`config.mk`:
```
export PLATFORM = sky130hd
export DESIGN_NAME = serial_shift_port
export DESIGN_NICKNAME = d
export VERILOG_FILES = /design/src/rtl/serial_shift_pkg.sv /design/src/rtl/serial_shift_port.sv /design/src/rtl/pin_sync.sv
export SDC_FILE = /design/constraint.sdc
export NUM_CORES = 1
export LEC_CHECK = 0
export BUFFER_PORTS_ARGS = -buffer_cell sky130_fd_sc_hd__buf_2
export CAP_MARGIN = 20
export CORE_AREA = 3 3 77 79
export DETAILED_ROUTE_END_ITERATION = 6
export DIE_AREA = 0 0 80 82
export GPL_TIMING_DRIVEN = 0
export HOLD_SLACK_MARGIN = 0.05
export MAX_ROUTING_LAYER = met4
export PLACE_DENSITY = 0.83
export SKIP_LAST_GASP = 1
export SYNTH_ARGS = -nofsm -noshare
export SYNTH_HDL_FRONTEND = slang
export SYNTH_SLANG_ARGS = --single-unit
```
`constraint.sdc`:
```
create_clock -name clk -period 3.3 [get_ports clk]
set_clock_uncertainty 0.1 [all_clocks]
set_input_delay 0.33 -clock clk [delete_from_list [all_inputs] [get_ports clk]]
set_output_delay 0.33 -clock clk [all_outputs]
set_load 0.01 [all_outputs]
```
`src/rtl/serial_shift_pkg.sv`:
```
package serial_shift_pkg;

   // Byte addresses of the software-visible registers
   localparam logic [7:0] OFS_CONTROL     = 8'h00;
   localparam logic [7:0] OFS_STATUS_WORD = 8'h04;
   localparam logic [7:0] OFS_SHIFT_DATA  = 8'h08;
   localparam logic [7:0] OFS_PORT_DATA   = 8'h0C;
   localparam logic [7:0] OFS_PORT_CFG    = 8'h10;

   // Field positions in timer_serial_control_reg
   localparam int CTL_PORT_SEL_BIT  = 0;
   localparam int CTL_RATE_LOW_BIT  = 1;
   localparam int CTL_RATE_HIGH_BIT = 2;
   localparam int CTL_INT_EN_BIT    = 3;
   localparam int CTL_FIELD_W       = 4;

   // Field positions in processor_status_word
   localparam int PSW_BUSY_BIT  = 0;
   localparam int PSW_COUNT_LSB = 8;
   localparam int PSW_COUNT_W   = 4;

   // Pin positions shared by the port data and port configuration registers
   localparam int PIN_DATA_OUT_BIT = 4;
   localparam int PIN_CLOCK_BIT    = 5;
   localparam int PIN_PHASE_BIT    = 6;

   // Reset values
   localparam logic [7:0] CONTROL_RESET   = 8'h00;
   localparam logic [7:0] PORT_DATA_RESET = 8'h00;
   localparam logic [7:0] PORT_CFG_RESET  = 8'h00;
   localparam logic [7:0] SHIFT_RESET     = 8'h00;

   // Transfer length and master clock periods in instruction cycles
   localparam int XFER_BITS   = 8;
   localparam int PERIOD_FAST = 2;
   localparam int PERIOD_MID  = 4;
   localparam int PERIOD_SLOW = 8;
   localparam logic [2:0] HALF_FAST = 3'(PERIOD_FAST / 2);
   localparam logic [2:0] HALF_MID  = 3'(PERIOD_MID / 2);
   localparam logic [2:0] HALF_SLOW = 3'(PERIOD_SLOW / 2);

endpackage : serial_shift_pkg

```
`src/rtl/serial_shift_port.sv`:
```
`timescale 1ns/100ps

// Operation
// - Eight-bit shift register between data pins
// - Master uses internal clock, slave external
// - Port works only while port select set
// - Master clock period 2, 4 or 8 cycles
// - Busy set starts; cleared after eight bits
// - Software clearing busy stops shifting early
// - Enabled interrupt request on eight-bit completion
// - Master alone initiates every exchange
// - Config bits pick drive/float and master/slave
// - Clock stops after eight pulses
// - Clock idle level follows port data bit 5
// - Normal: sample rising, shift out falling
// - Alternate: sample falling, change out rising
// - Phase select lives in pin 6 config bit
// - Phase normal when select equals clock bit
// - Phase select resets cleared
module serial_shift_port #(
   parameter int DATA_W = serial_shift_pkg::XFER_BITS
) (
   input  wire logic        clk,
   input  wire logic        rst_b,
   input  wire logic        psel,
   input  wire logic        penable,
   input  wire logic        pwrite,
   input  wire logic [7:0]  paddr,
   input  wire logic [31:0] pwdata,
   output logic      [31:0] prdata,
   output logic             pready,
   output logic             pslverr,
   input  wire logic        data_in,
   input  wire logic        shift_clock_in,
   output logic             shift_clock_out,
   output logic             shift_clock_oe,
   output logic             data_out,
   output logic             data_out_oe,
   output logic             xfer_done_irq
);

   localparam int CW = $clog2(DATA_W + 1);

   // Register state
   logic [7:0]        ctrl_q;
   logic [7:0]        ctrl_d;
   logic [7:0]        port_data_q;
   logic [7:0]        port_data_d;
   logic [7:0]        port_cfg_q;
   logic [7:0]        port_cfg_d;
   logic [31:0]       prdata_q;
   logic [31:0]       prdata_d;

   // Shift engine state
   logic [DATA_W-1:0] sreg_q;
   logic [DATA_W-1:0] sreg_d;
   logic              busy_q;
   logic              busy_d;
   logic [CW-1:0]     cnt_q;
   logic [CW-1:0]     cnt_d;
   logic [2:0]        div_q;
   logic [2:0]        div_d;
   logic              sck_q;
   logic              sck_d;
   logic              prev_clk_q;
   logic              prev_clk_d;
   logic              samp_q;
   logic              samp_d;
   logic              have_q;
   logic              have_d;
   logic              dout_q;
   logic              dout_d;
   logic              irq_q;
   logic              irq_d;

   // Decoded controls and events
   logic              port_sel;
   logic              master;
   logic              idle_lvl;
   logic              normal;
   logic [2:0]        half;
   logic              access;
   logic              wr;
   logic              mapped;
   logic              m_edge;
   logic              s_edge;
   logic              any_edge;
   logic              new_lvl;
   logic              in_edge;
   logic              out_edge;
   logic              trailing;
   logic              done;
   logic              din_s;
   logic              clk_s;

   // Pins cross in through two flops; that lag leaves master receive sound only at the slow rate
   pin_sync #(
      .WIDTH (2)
   ) u_pin_sync (
      .clk      (clk),
      .rst_b    (rst_b),
      .async_in ({data_in, shift_clock_in}),
      .sync_out ({din_s, clk_s})
   );

   // Control decode
   always_comb begin
      port_sel = ctrl_q[serial_shift_pkg::CTL_PORT_SEL_BIT];
      master   = port_cfg_q[serial_shift_pkg::PIN_CLOCK_BIT];
      idle_lvl = port_data_q[serial_shift_pkg::PIN_CLOCK_BIT];
      normal   = port_cfg_q[serial_shift_pkg::PIN_PHASE_BIT] == idle_lvl;
      if (ctrl_q[serial_shift_pkg::CTL_RATE_HIGH_BIT]) begin
         half = serial_shift_pkg::HALF_SLOW;
      end else if (ctrl_q[serial_shift_pkg::CTL_RATE_LOW_BIT]) begin
         half = serial_shift_pkg::HALF_MID;
      end else begin
         half = serial_shift_pkg::HALF_FAST;
      end
   end

   // Bus decode; zero wait states since read data is staged in setup
   always_comb begin
      access = psel & penable;
      wr     = access & pwrite;
      mapped = (paddr == serial_shift_pkg::OFS_CONTROL) ||
               (paddr == serial_shift_pkg::OFS_STATUS_WORD) ||
               (paddr == serial_shift_pkg::OFS_SHIFT_DATA) ||
               (paddr == serial_shift_pkg::OFS_PORT_DATA) ||
               (paddr == serial_shift_pkg::OFS_PORT_CFG);
   end

   assign pready  = 1'b1;
   assign pslverr = access & ~mapped;
   assign prdata  = prdata_q;

   // Clock edges: generated in master, detected on the pin in slave
   always_comb begin
      m_edge   = port_sel & master & busy_q & (div_q == half - 3'h1);
      s_edge   = port_sel & ~master & busy_q & (clk_s != prev_clk_q);
      any_edge = m_edge | s_edge;
      new_lvl  = master ? ~sck_q : clk_s;
      in_edge  = any_edge & (normal ? new_lvl : ~new_lvl);
      out_edge = any_edge & (normal ? ~new_lvl : new_lvl);
      trailing = any_edge & (new_lvl == idle_lvl);
      done     = trailing & (cnt_q == CW'(DATA_W - 1));
   end

   // Register file next values
   always_comb begin
      ctrl_d      = ctrl_q;
      port_data_d = port_data_q;
      port_cfg_d  = port_cfg_q;
      prdata_d    = prdata_q;
      if (wr && paddr == serial_shift_pkg::OFS_CONTROL) begin
         ctrl_d = {4'h0, pwdata[serial_shift_pkg::CTL_FIELD_W-1:0]};
      end
      if (wr && paddr == serial_shift_pkg::OFS_PORT_DATA) begin
         port_data_d = pwdata[7:0];
      end
      if (wr && paddr == serial_shift_pkg::OFS_PORT_CFG) begin
         port_cfg_d = pwdata[7:0];
      end
      // Read data is captured in the setup cycle
      if (psel && !penable) begin
         unique case (paddr)
            serial_shift_pkg::OFS_CONTROL:     prdata_d = {24'h0, ctrl_q};
            serial_shift_pkg::OFS_STATUS_WORD: prdata_d = 32'({4'(cnt_q), 7'h00, busy_q}) <<
                                                          (serial_shift_pkg::PSW_COUNT_LSB -
                                                           serial_shift_pkg::PSW_COUNT_W - 4);
            serial_shift_pkg::OFS_SHIFT_DATA:  prdata_d = 32'(sreg_q);
            serial_shift_pkg::OFS_PORT_DATA:   prdata_d = {24'h0, port_data_q};
            serial_shift_pkg::OFS_PORT_CFG:    prdata_d = {24'h0, port_cfg_q};
            default:                           prdata_d = 32'h0000_0000;
         endcase
      end
   end

   // Register file storage
   always_ff @(posedge clk or negedge rst_b) begin
      if (!rst_b) begin
         ctrl_q      <= serial_shift_pkg::CONTROL_RESET;
         port_data_q <= serial_shift_pkg::PORT_DATA_RESET;
         port_cfg_q  <= serial_shift_pkg::PORT_CFG_RESET;
         prdata_q    <= 32'h0000_0000;
      end else begin
         ctrl_q      <= ctrl_d;
         port_data_q <= port_data_d;
         port_cfg_q  <= port_cfg_d;
         prdata_q    <= prdata_d;
      end
   end

   // Shift engine next values
   always_comb begin
      sreg_d     = sreg_q;
      busy_d     = busy_q;
      cnt_d      = cnt_q;
      samp_d     = samp_q;
      have_d     = have_q;
      dout_d     = dout_q;
      prev_clk_d = clk_s;
      irq_d      = done & ctrl_q[serial_shift_pkg::CTL_INT_EN_BIT];

      // Divider runs only during a master transfer
      if (!busy_q || !master || !port_sel || m_edge) begin
         div_d = 3'h0;
      end else begin
         div_d = div_q + 3'h1;
      end

      // Clock rests at the idle level outside transfers
      if (!busy_q) begin
         sck_d = idle_lvl;
      end else if (m_edge) begin
         sck_d = ~sck_q;
      end else begin
         sck_d = sck_q;
      end

      // Normal phase keeps the sample until the falling edge shifts it in
      if (normal) begin
         if (in_edge && done) begin
            sreg_d = {sreg_q[DATA_W-2:0], din_s};
            have_d = 1'b0;
         end else if (in_edge) begin
            samp_d = din_s;
            have_d = 1'b1;
         end
         if (out_edge && have_q) begin
            sreg_d = {sreg_q[DATA_W-2:0], samp_q};
            dout_d = sreg_q[DATA_W-2];
            have_d = 1'b0;
         end else if (out_edge) begin
            dout_d = sreg_q[DATA_W-1];
         end
      end else begin
         if (in_edge) begin
            sreg_d = {sreg_q[DATA_W-2:0], din_s};
         end
         if (out_edge) begin
            dout_d = sreg_q[DATA_W-1];
         end
      end

      // Count whole pulses; the eighth return to idle ends the transfer
      if (trailing) begin
         cnt_d = cnt_q + CW'(1);
      end
      if (done) begin
         busy_d = 1'b0;
      end

      // Loading while idle also presents the first bit
      if (wr && paddr == serial_shift_pkg::OFS_SHIFT_DATA) begin
         sreg_d = pwdata[DATA_W-1:0];
         if (!busy_q) begin
            dout_d = pwdata[DATA_W-1];
         end
      end

      // Software write wins over a completion in the same cycle
      if (wr && paddr == serial_shift_pkg::OFS_STATUS_WORD) begin
         busy_d = pwdata[serial_shift_pkg::PSW_BUSY_BIT];
         if (pwdata[serial_shift_pkg::PSW_BUSY_BIT] && !busy_q) begin
            cnt_d  = '0;
            have_d = 1'b0;
            dout_d = sreg_q[DATA_W-1];
         end
      end
   end

   // Shift engine storage
   always_ff @(posedge clk or negedge rst_b) begin
      if (!rst_b) begin
         sreg_q     <= DATA_W'(serial_shift_pkg::SHIFT_RESET);
         busy_q     <= 1'b0;
         cnt_q      <= '0;
         div_q      <= 3'h0;
         sck_q      <= 1'b0;
         prev_clk_q <= 1'b0;
         samp_q     <= 1'b0;
         have_q     <= 1'b0;
         dout_q     <= 1'b0;
         irq_q      <= 1'b0;
      end else begin
         sreg_q     <= sreg_d;
         busy_q     <= busy_d;
         cnt_q      <= cnt_d;
         div_q      <= div_d;
         sck_q      <= sck_d;
         prev_clk_q <= prev_clk_d;
         samp_q     <= samp_d;
         have_q     <= have_d;
         dout_q     <= dout_d;
         irq_q      <= irq_d;
      end
   end

   // Pin routing; with select off the pins are left to the general port
   assign shift_clock_out = sck_q;
   assign shift_clock_oe  = port_sel & master;
   assign data_out        = dout_q;
   assign data_out_oe     = port_sel &
                            port_cfg_q[serial_shift_pkg::PIN_DATA_OUT_BIT];
   assign xfer_done_irq   = irq_q;

endmodule : serial_shift_port

```
`src/rtl/pin_sync.sv`:
```
`timescale 1ns/100ps

// Two-stage synchroniser for asynchronous pin levels
module pin_sync #(
   parameter int WIDTH = 1
) (
   input  wire logic             clk,
   input  wire logic             rst_b,
   input  wire logic [WIDTH-1:0] async_in,
   output logic      [WIDTH-1:0] sync_out
);

   logic [WIDTH-1:0] meta_q;
   logic [WIDTH-1:0] stable_q;

   // First stage feeds only the second; nothing else may look at it
   always_ff @(posedge clk or negedge rst_b) begin
      if (!rst_b) begin
         meta_q   <= '0;
         stable_q <= '0;
      end else begin
         meta_q   <= async_in;
         stable_q <= meta_q;
      end
   end

   assign sync_out = stable_q;

endmodule : pin_sync

```
After elaboration in Yosys (flattened, before gate mapping)
Cells that the tools add are included.
- bits of input ports: 47
- logic and storage cells: 108
- memories kept: 0
- ROM bits: 0
- bits in latches: 0
- bits in writable memories: 0
- register bits: 78
- shifts and indexed selects: 0
- eq/ne operators: 11
- multiply operators: 0
- bitwise logic cells: 21
- reduce and logical (&&, ||, !) cells: 25
- add/sub/neg operators: 3
- muxes and demuxes: 32
- $lt $le $gt $ge: 0
- div/mod/pow operators: 0
- operators with widths (cell ; count):
    $pmux 12 s5 ; 1
    $mux 8 ; 5
    $mux 1 ; 20
    $eq 8x4->1 const B ; 2
    $and 1x1->1 ; 15
    $mux 4 ; 3
    $logic_and 1x1->1 ; 9
    $eq 8x3->1 const B ; 1
    $eq 8x5->1 const B ; 1
    $logic_not 8->1 ; 1
    $logic_or 1x1->1 ; 7
    $mux 3 ; 2
    $not 1->1 ; 5
    $add 4x1->4 const B ; 1
    $eq 4x3->1 const B ; 1
    $logic_not 1->1 ; 4
    $ne 4x1->1 const B ; 1
    $add 3x1->3 const B ; 1
    $eq 3x3->1 ; 1
    $reduce_and 3->1 ; 1
    $reduce_bool 3->1 ; 1
    $sub 3x1->3 const B ; 1
    $eq 1x1->1 ; 2
    $mux 2 ; 1
    other kinds (5) ; 5

Depth between registers and ports, before layout
- depth in word-level cells: 14
- depth in mapped cells: 8
- gate-level depth less buffers: 7

Hierarchy
From an unflattened synthesis, not the netlist that was laid out.
- cells, all modules: 287
- area total of the unflattened synthesis: 3084.2 um^2
- modules (own cells, without submodules) (module ; area an instance (um^2) ; seq. area each (um^2) ; cells each ; instances):
    serial_shift_port ; 2984.1 ; 1351.3 ; 283 ; 1
    pin_sync ; 100.1 ; 100.1 ; 4 ; 1

Worst setup path after synthesis
No wires, ideal clock.
- path type: register to register
- from: reg div_q[0]
- to: reg sreg_q[0]
- stages on the path, launching flop included: 8
- clock period less this slack: 2190 ps
- path buffers: 1
- arrival: 1965 ps
- required time: 3075 ps
- setup time: 125 ps
- path slack: 1110 ps
- cell sequence: dfrtp_1 > xor2_1 > o31a_1 > o31a_1 > a211o_1 > buf_6 > mux2_4 > mux2_4
- word-level cells in the longest chain between the ends: 8
- elaborated cells between the ends (all ways): 15
- those cells by class: eq/ne: 2; mux: 3; bitwise: 6; reduce/logical: 4
- RTL lines (element ; line ; RTL):
    start: declaration ; serial_shift_port.sv:61 ; logic [2:0] div_q;
    start signal: assignment ; serial_shift_port.sv:289 ; div_q <= div_d;
    $eq 3x3->1 (*) ; serial_shift_port.sv:138 ; m_edge = port_sel & master & busy_q & (div_q == half - 3'h1);
    $and 1x1->1 (*) ; serial_shift_port.sv:138 ;
    $or 1x1->1 (*) ; serial_shift_port.sv:140 ; any_edge = m_edge | s_edge;
    $and 1x1->1 (on tied branches) ; serial_shift_port.sv:144, serial_shift_port.sv:143 ;
    $and 1x1->1 or $logic_and 1x1->1 (tied branches) ; serial_shift_port.sv:145, serial_shift_port.sv:229 ;
    $logic_and 1x1->1 or $mux 8 (tied branches) ; serial_shift_port.sv:222, serial_shift_port.sv:229 ;
    $ne 4x1->1 (no source line) or $mux 8 (tied branches) ; -- ;
    $reduce_and 2->1 (no source line) or $mux 8 (tied branches) ; -- ;
    end signal: assignment ; serial_shift_port.sv:275 ; sreg_q <= DATA_W'(serial_shift_pkg::SHIFT_RESET);
    end signal: assignment ; serial_shift_port.sv:286 ; sreg_q <= sreg_d;
    end: declaration ; serial_shift_port.sv:55 ; logic [DATA_W-1:0] sreg_q;
Every way passes the cells marked *; elsewhere a longest branch is shown, timed or not.
A chain may end at the register's enable or synchronous reset.

Final worst setup path
- from: reg ctrl_q[1]
- to: reg sreg_q[0]
- word-level cells in the longest chain between the ends: 11
- elaborated cells between the ends (all ways): 18
- those cells by class: add/sub: 1; eq/ne: 2; mux: 5; bitwise: 6; reduce/logical: 4
- RTL lines (element ; line ; RTL):
    start: declaration ; serial_shift_port.sv:45 ; logic [7:0] ctrl_q;
    start signal: assignment ; serial_shift_port.sv:181 ; ctrl_q <= serial_shift_pkg::CONTROL_RESET;
    start signal: assignment ; serial_shift_port.sv:186 ; ctrl_q <= ctrl_d;
    $mux 2 (*) ; serial_shift_port.sv:114 ; end else if (ctrl_q[serial_shift_pkg::CTL_RATE_LOW_BIT]) begin
    $mux 3 (*) ; serial_shift_port.sv:112 ; if (ctrl_q[serial_shift_pkg::CTL_RATE_HIGH_BIT]) begin
    $sub 3x1->3 (*) ; serial_shift_port.sv:138 ;
    $eq 3x3->1 (*) ; serial_shift_port.sv:138 ;
    $and 1x1->1 (*) ; serial_shift_port.sv:138 ;
    $or 1x1->1 (*) ; serial_shift_port.sv:140 ;
    $and 1x1->1 (on tied branches) ; serial_shift_port.sv:144, serial_shift_port.sv:143 ;
    $and 1x1->1 or $logic_and 1x1->1 (tied branches) ; serial_shift_port.sv:145, serial_shift_port.sv:229 ;
    $logic_and 1x1->1 or $mux 8 (tied branches) ; serial_shift_port.sv:222, serial_shift_port.sv:229 ;
    $ne 4x1->1 (no source line) or $mux 8 (tied branches) ; -- ;
    $reduce_and 2->1 (no source line) or $mux 8 (tied branches) ; -- ;
Marks and branches as above.

==> flow_results.org <==
** Die
- Site row count :: 27
- Core area :: 5410 sq um
- The die covers 6560 sq um.
- Top-level I/O count :: 86
- Initial core utilization :: 54.2%
- The floorplan step set the die height to 82 um.
- Overall die width :: 80 um

** Critical path
- Data arrival at the endpoint of the critical path :: 2450 ps
- In this run the critical register-to-register path is captured at sreg_q[0].
- Depth of the most critical reg-to-reg path :: 7
- Crit-path max FO :: 8
- Required @ worst endpoint :: 3420 ps
- Reg2Reg Setup Slack :: 980 ps
- Setup crit start kind :: flop
- The startpoint identified for the worst register-to-register timing path is ctrl_q[1].
- Crit Path Class :: flop to flop
- Critical path endpoint category :: flop

** Yosys
- After synthesis the cells add up to between 2000 and 3000 sq um.
- Counting flops with an async set or reset pin after synthesis yields a share of 100%.
- The number of different library cells used by synthesis comes to between 40 and 50.
- A synthesized cell averages 10.7 sq um.
- Number of flops mapped to enable cells by yosys :: 0
- Yosys printed 0 warnings.
- Cells after synthesis :: roughly 270
- Sequential-to-total area share from yosys stat :: 49.6%
- Primary flip-flop cell chosen by synthesis mapping :: sky130_fd_sc_hd__dfrtp_1
- Number of register bits inferred by synthesis :: just under 60

** Min path
- End of the worst hold path :: port_data_q[4]
- Hold-critical path depth :: 2
- Beginning of the worst hold path :: pwdata[4]
- Worst Hold Class :: input port to flop

** CTS
- Buffers inserted during clock tree synthesis total 9.
- # clock sinks :: 58
- TritonCTS clock tree :: built
- Clock latency on the worst-skew pair :: 340 ps
- After clock tree synthesis, the clock-pin slew on the worst setup and hold paths is 70 ps.
- H-tree lvl count :: 3
- Number of setup buffers added after CTS :: 0
- The tree is rooted in a sky130_fd_sc_hd__clkbuf_8.
- No sink is reached through more buffers than the 2 on the longest clock path.
- In this run, post-CTS repair resized a total of 0 instances.

** STA
- Sum of negative setup slack :: 0 ps
- In this run the tightest slew margin relative to its limit is 44.6%.
- Setup ws final :: between 900 and 1000 ps
- The count of final hold-check violations came to 0.
- Setup violations remaining at the end of the flow were counted as 0.
- Setup repair after global routing left no endpoint under its margin.
- For the finished layout, the period the worst path requires is 2320 ps.
- The number of pins exceeding their max-slew limit in the final report was 0.
- Share of the clock period used by the worst path after layout :: between 70 and 80%
- For the pin with the worst max-slew slack, the measured transition is 827 ps.
- Static timing analysis puts the maximum clock frequency at 0.430 GHz.

** Layout
- Commonest non-fill, non-tap cell in the layout :: sky130_fd_sc_hd__dfrtp_1
- Cells with a size suffix above 1 make up 30.1% of the layout.
- From synthesis to final layout, the design area changed by 20.8%.
- Diodes inserted :: 0
- Filler Cells Inserted :: 448
- Final nets :: 396
- Commonest cells after routing, fill and taps aside :: 58 x sky130_fd_sc_hd__dfrtp_1, 41 x sky130_fd_sc_hd__buf_2, 22 x sky130_fd_sc_hd__nor2_1, 22 x sky130_fd_sc_hd__mux2_2

** Job
- The tool flagged a number of max-cap violations equal to 0.

** GRT
- Wire length of the first global-routing pass :: 9990 um
- Global-route usage over all layers :: about a fifth
- The number of global-route vias before repair came to 2091.
- Largest net degree at the start of global routing :: 43
- Initial antenna violation count :: 0
- Global routing finished with a remaining overflow of 0.

** Drt
- Using the TritonRoute via totals, the vias-per-cell ratio works out to 5.23.
- Wire length per cell after detailed routing :: 14.7 um
- Once detail routing completed, the nets flagged for antenna violations numbered 0.
- Drt drc :: 0
- Total length of routed wires :: 6250 um
- Vias :: about 2200
- Number of detailed-routing iterations run before antenna repair :: 4
- For this block, the initial DRC count from the detailed router was 192.

** Pwr
- Dividing total power by cell area gives a power density of about 430 nW/um^2.
- Largest voltage drop on the vdd net :: about 320 uV
- Cell leakage power :: 1.78 nW

** Placement
- Placed wire-length estimate :: 4470 um
- Buffers placed on the I/O ports in this run total 40.
- Routability-driven placement finished with a final weighted congestion of 0.823.
- Placement-stage worst setup slack :: 995 ps

** Status
- Status :: complete, no violations
## cells by family (layout without fill, tap and decap cells)
group	Yosys count	in the layout	share of synthesized area, %
xor gates and xnor gates	9	9	2.69
other	2	21	0.257
AOI/OAI and AO/OA	56	56	12.7
muxes	37	37	14.4
and+or+nand+nor	71	71	11.7
DFF	58	58	49.6
adders and majority gates	2	2	0.855
buffers and inverters	38	98	7.86
## worst max path at each step
stage          startpoint  slack, ps        end  depth (start not counted)
2_1_floorplan    div_q[0]       1110  sreg_q[0]                          7
3_3_place_gp    ctrl_q[1]       1020  sreg_q[0]                          7
3_5_place_dp    ctrl_q[1]       1000  sreg_q[0]                          7
4_1_cts         ctrl_q[1]        980  sreg_q[0]                          7
5_1_grt         ctrl_q[1]        910  sreg_q[0]                          7
6_report        ctrl_q[1]        980  sreg_q[0]                          7
## flip-flops by register name (all words and copies together), names as in the netlist
| name | flops |
|---|---|
| prdata | 12 |
| port_cfg_q | 8 |
| port_data_q | 8 |
| sreg_q | 8 |
| cnt_q | 4 |
| ctrl_q | 4 |
| div_q | 3 |
| u_pin_sync.meta_q | 2 |
| u_pin_sync.sync_out | 2 |
| busy_q | 1 |
| data_out | 1 |
| have_q | 1 |
| prev_clk_q | 1 |
| samp_q | 1 |
| shift_clock_out | 1 |
| xfer_done_irq | 1 |
## per-layer routing
metal,global-route usage (%),routed length (um)
met5,-,0
met2,31.5,2810
met4,10.8,157
met3,3.51,482
met1,27.9,2790
## timing repair
item                       in CTS  in global routing
hold buffers                    3                  0
hold endpoints to repair       18                  0
setup endpoints to repair       0                  0
## where the power goes
part / internal (W) / switching, W
logic: 0.0000526 / 0.0000706
registers: 0.000722 / 0.00000774
clock network: 0.000390 / 0.000267
## final cells by class
cell class	count	area, sq um	share of cell area (%)
tap	72	90.1	2.55
sequential	58	1450	41.0
buffer	32	208	5.87
timing repair buffer	44	250	7.07
inverter	6	22.5	0.637
clock inverter	2	35.0	0.990
clock buffer	14	163	4.60
multi-input combinational	196	1320	37.2
## cell usage after synthesis (2+ instances only)
master,number,area (sq um)
sky130_fd_sc_hd__ha_1,2,25.0
sky130_fd_sc_hd__xnor2_1,3,26.3
sky130_fd_sc_hd__o211ai_1,3,22.5
sky130_fd_sc_hd__nor2b_1,4,25.0
sky130_fd_sc_hd__nor3_1,4,20.0
sky130_fd_sc_hd__inv_1,6,22.5
sky130_fd_sc_hd__a22o_1,12,105
sky130_fd_sc_hd__and2_1,3,18.8
sky130_fd_sc_hd__o31a_1,2,17.5
sky130_fd_sc_hd__o22ai_1,3,18.8
sky130_fd_sc_hd__a21oi_1,14,70.1
sky130_fd_sc_hd__o31ai_1,2,15.0
sky130_fd_sc_hd__clkbuf_1,8,30.0
sky130_fd_sc_hd__o21ai_0,10,50.1
sky130_fd_sc_hd__buf_4,21,158
sky130_fd_sc_hd__nor2_1,22,82.6
sky130_fd_sc_hd__mux2_2,22,248
sky130_fd_sc_hd__mux2_4,2,30.0
sky130_fd_sc_hd__nand3_1,9,45.0
sky130_fd_sc_hd__mux2i_1,12,120
sky130_fd_sc_hd__dfrtp_1,58,1450
sky130_fd_sc_hd__conb_1,2,7.51
sky130_fd_sc_hd__nand2b_1,3,18.8
sky130_fd_sc_hd__a22oi_1,4,30.0
sky130_fd_sc_hd__xor2_1,6,52.6
sky130_fd_sc_hd__nand2_1,17,63.8
sky130_fd_sc_hd__or2_2,2,12.5
## critical path, cell delays in order, from the launching register on
cell	delay, ps
sky130_fd_sc_hd__dfrtp_1	410
sky130_fd_sc_hd__xor2_1	170
sky130_fd_sc_hd__o31a_1	260
sky130_fd_sc_hd__o31a_1	320
sky130_fd_sc_hd__a211o_1	260
sky130_fd_sc_hd__buf_6	150
sky130_fd_sc_hd__mux2_4	290
sky130_fd_sc_hd__mux2_4	250
## metrics by stage
step	instance area (sq um)	hold WS (ps)	instances	total power [W]	utilization, %
finish	3540	147	424	0.00151	65.4
global route	3540	155	424	0.00156	65.4
CTS	3540	142	424	0.00152	65.4
detailed placement	3310	182	405	0.000862	61.2
global placement	3290	233	404	0.000855	60.9
floorplan	3000	-65.6	292	0.000811	-
Note: power is estimated with default switching activity, not from simulation.
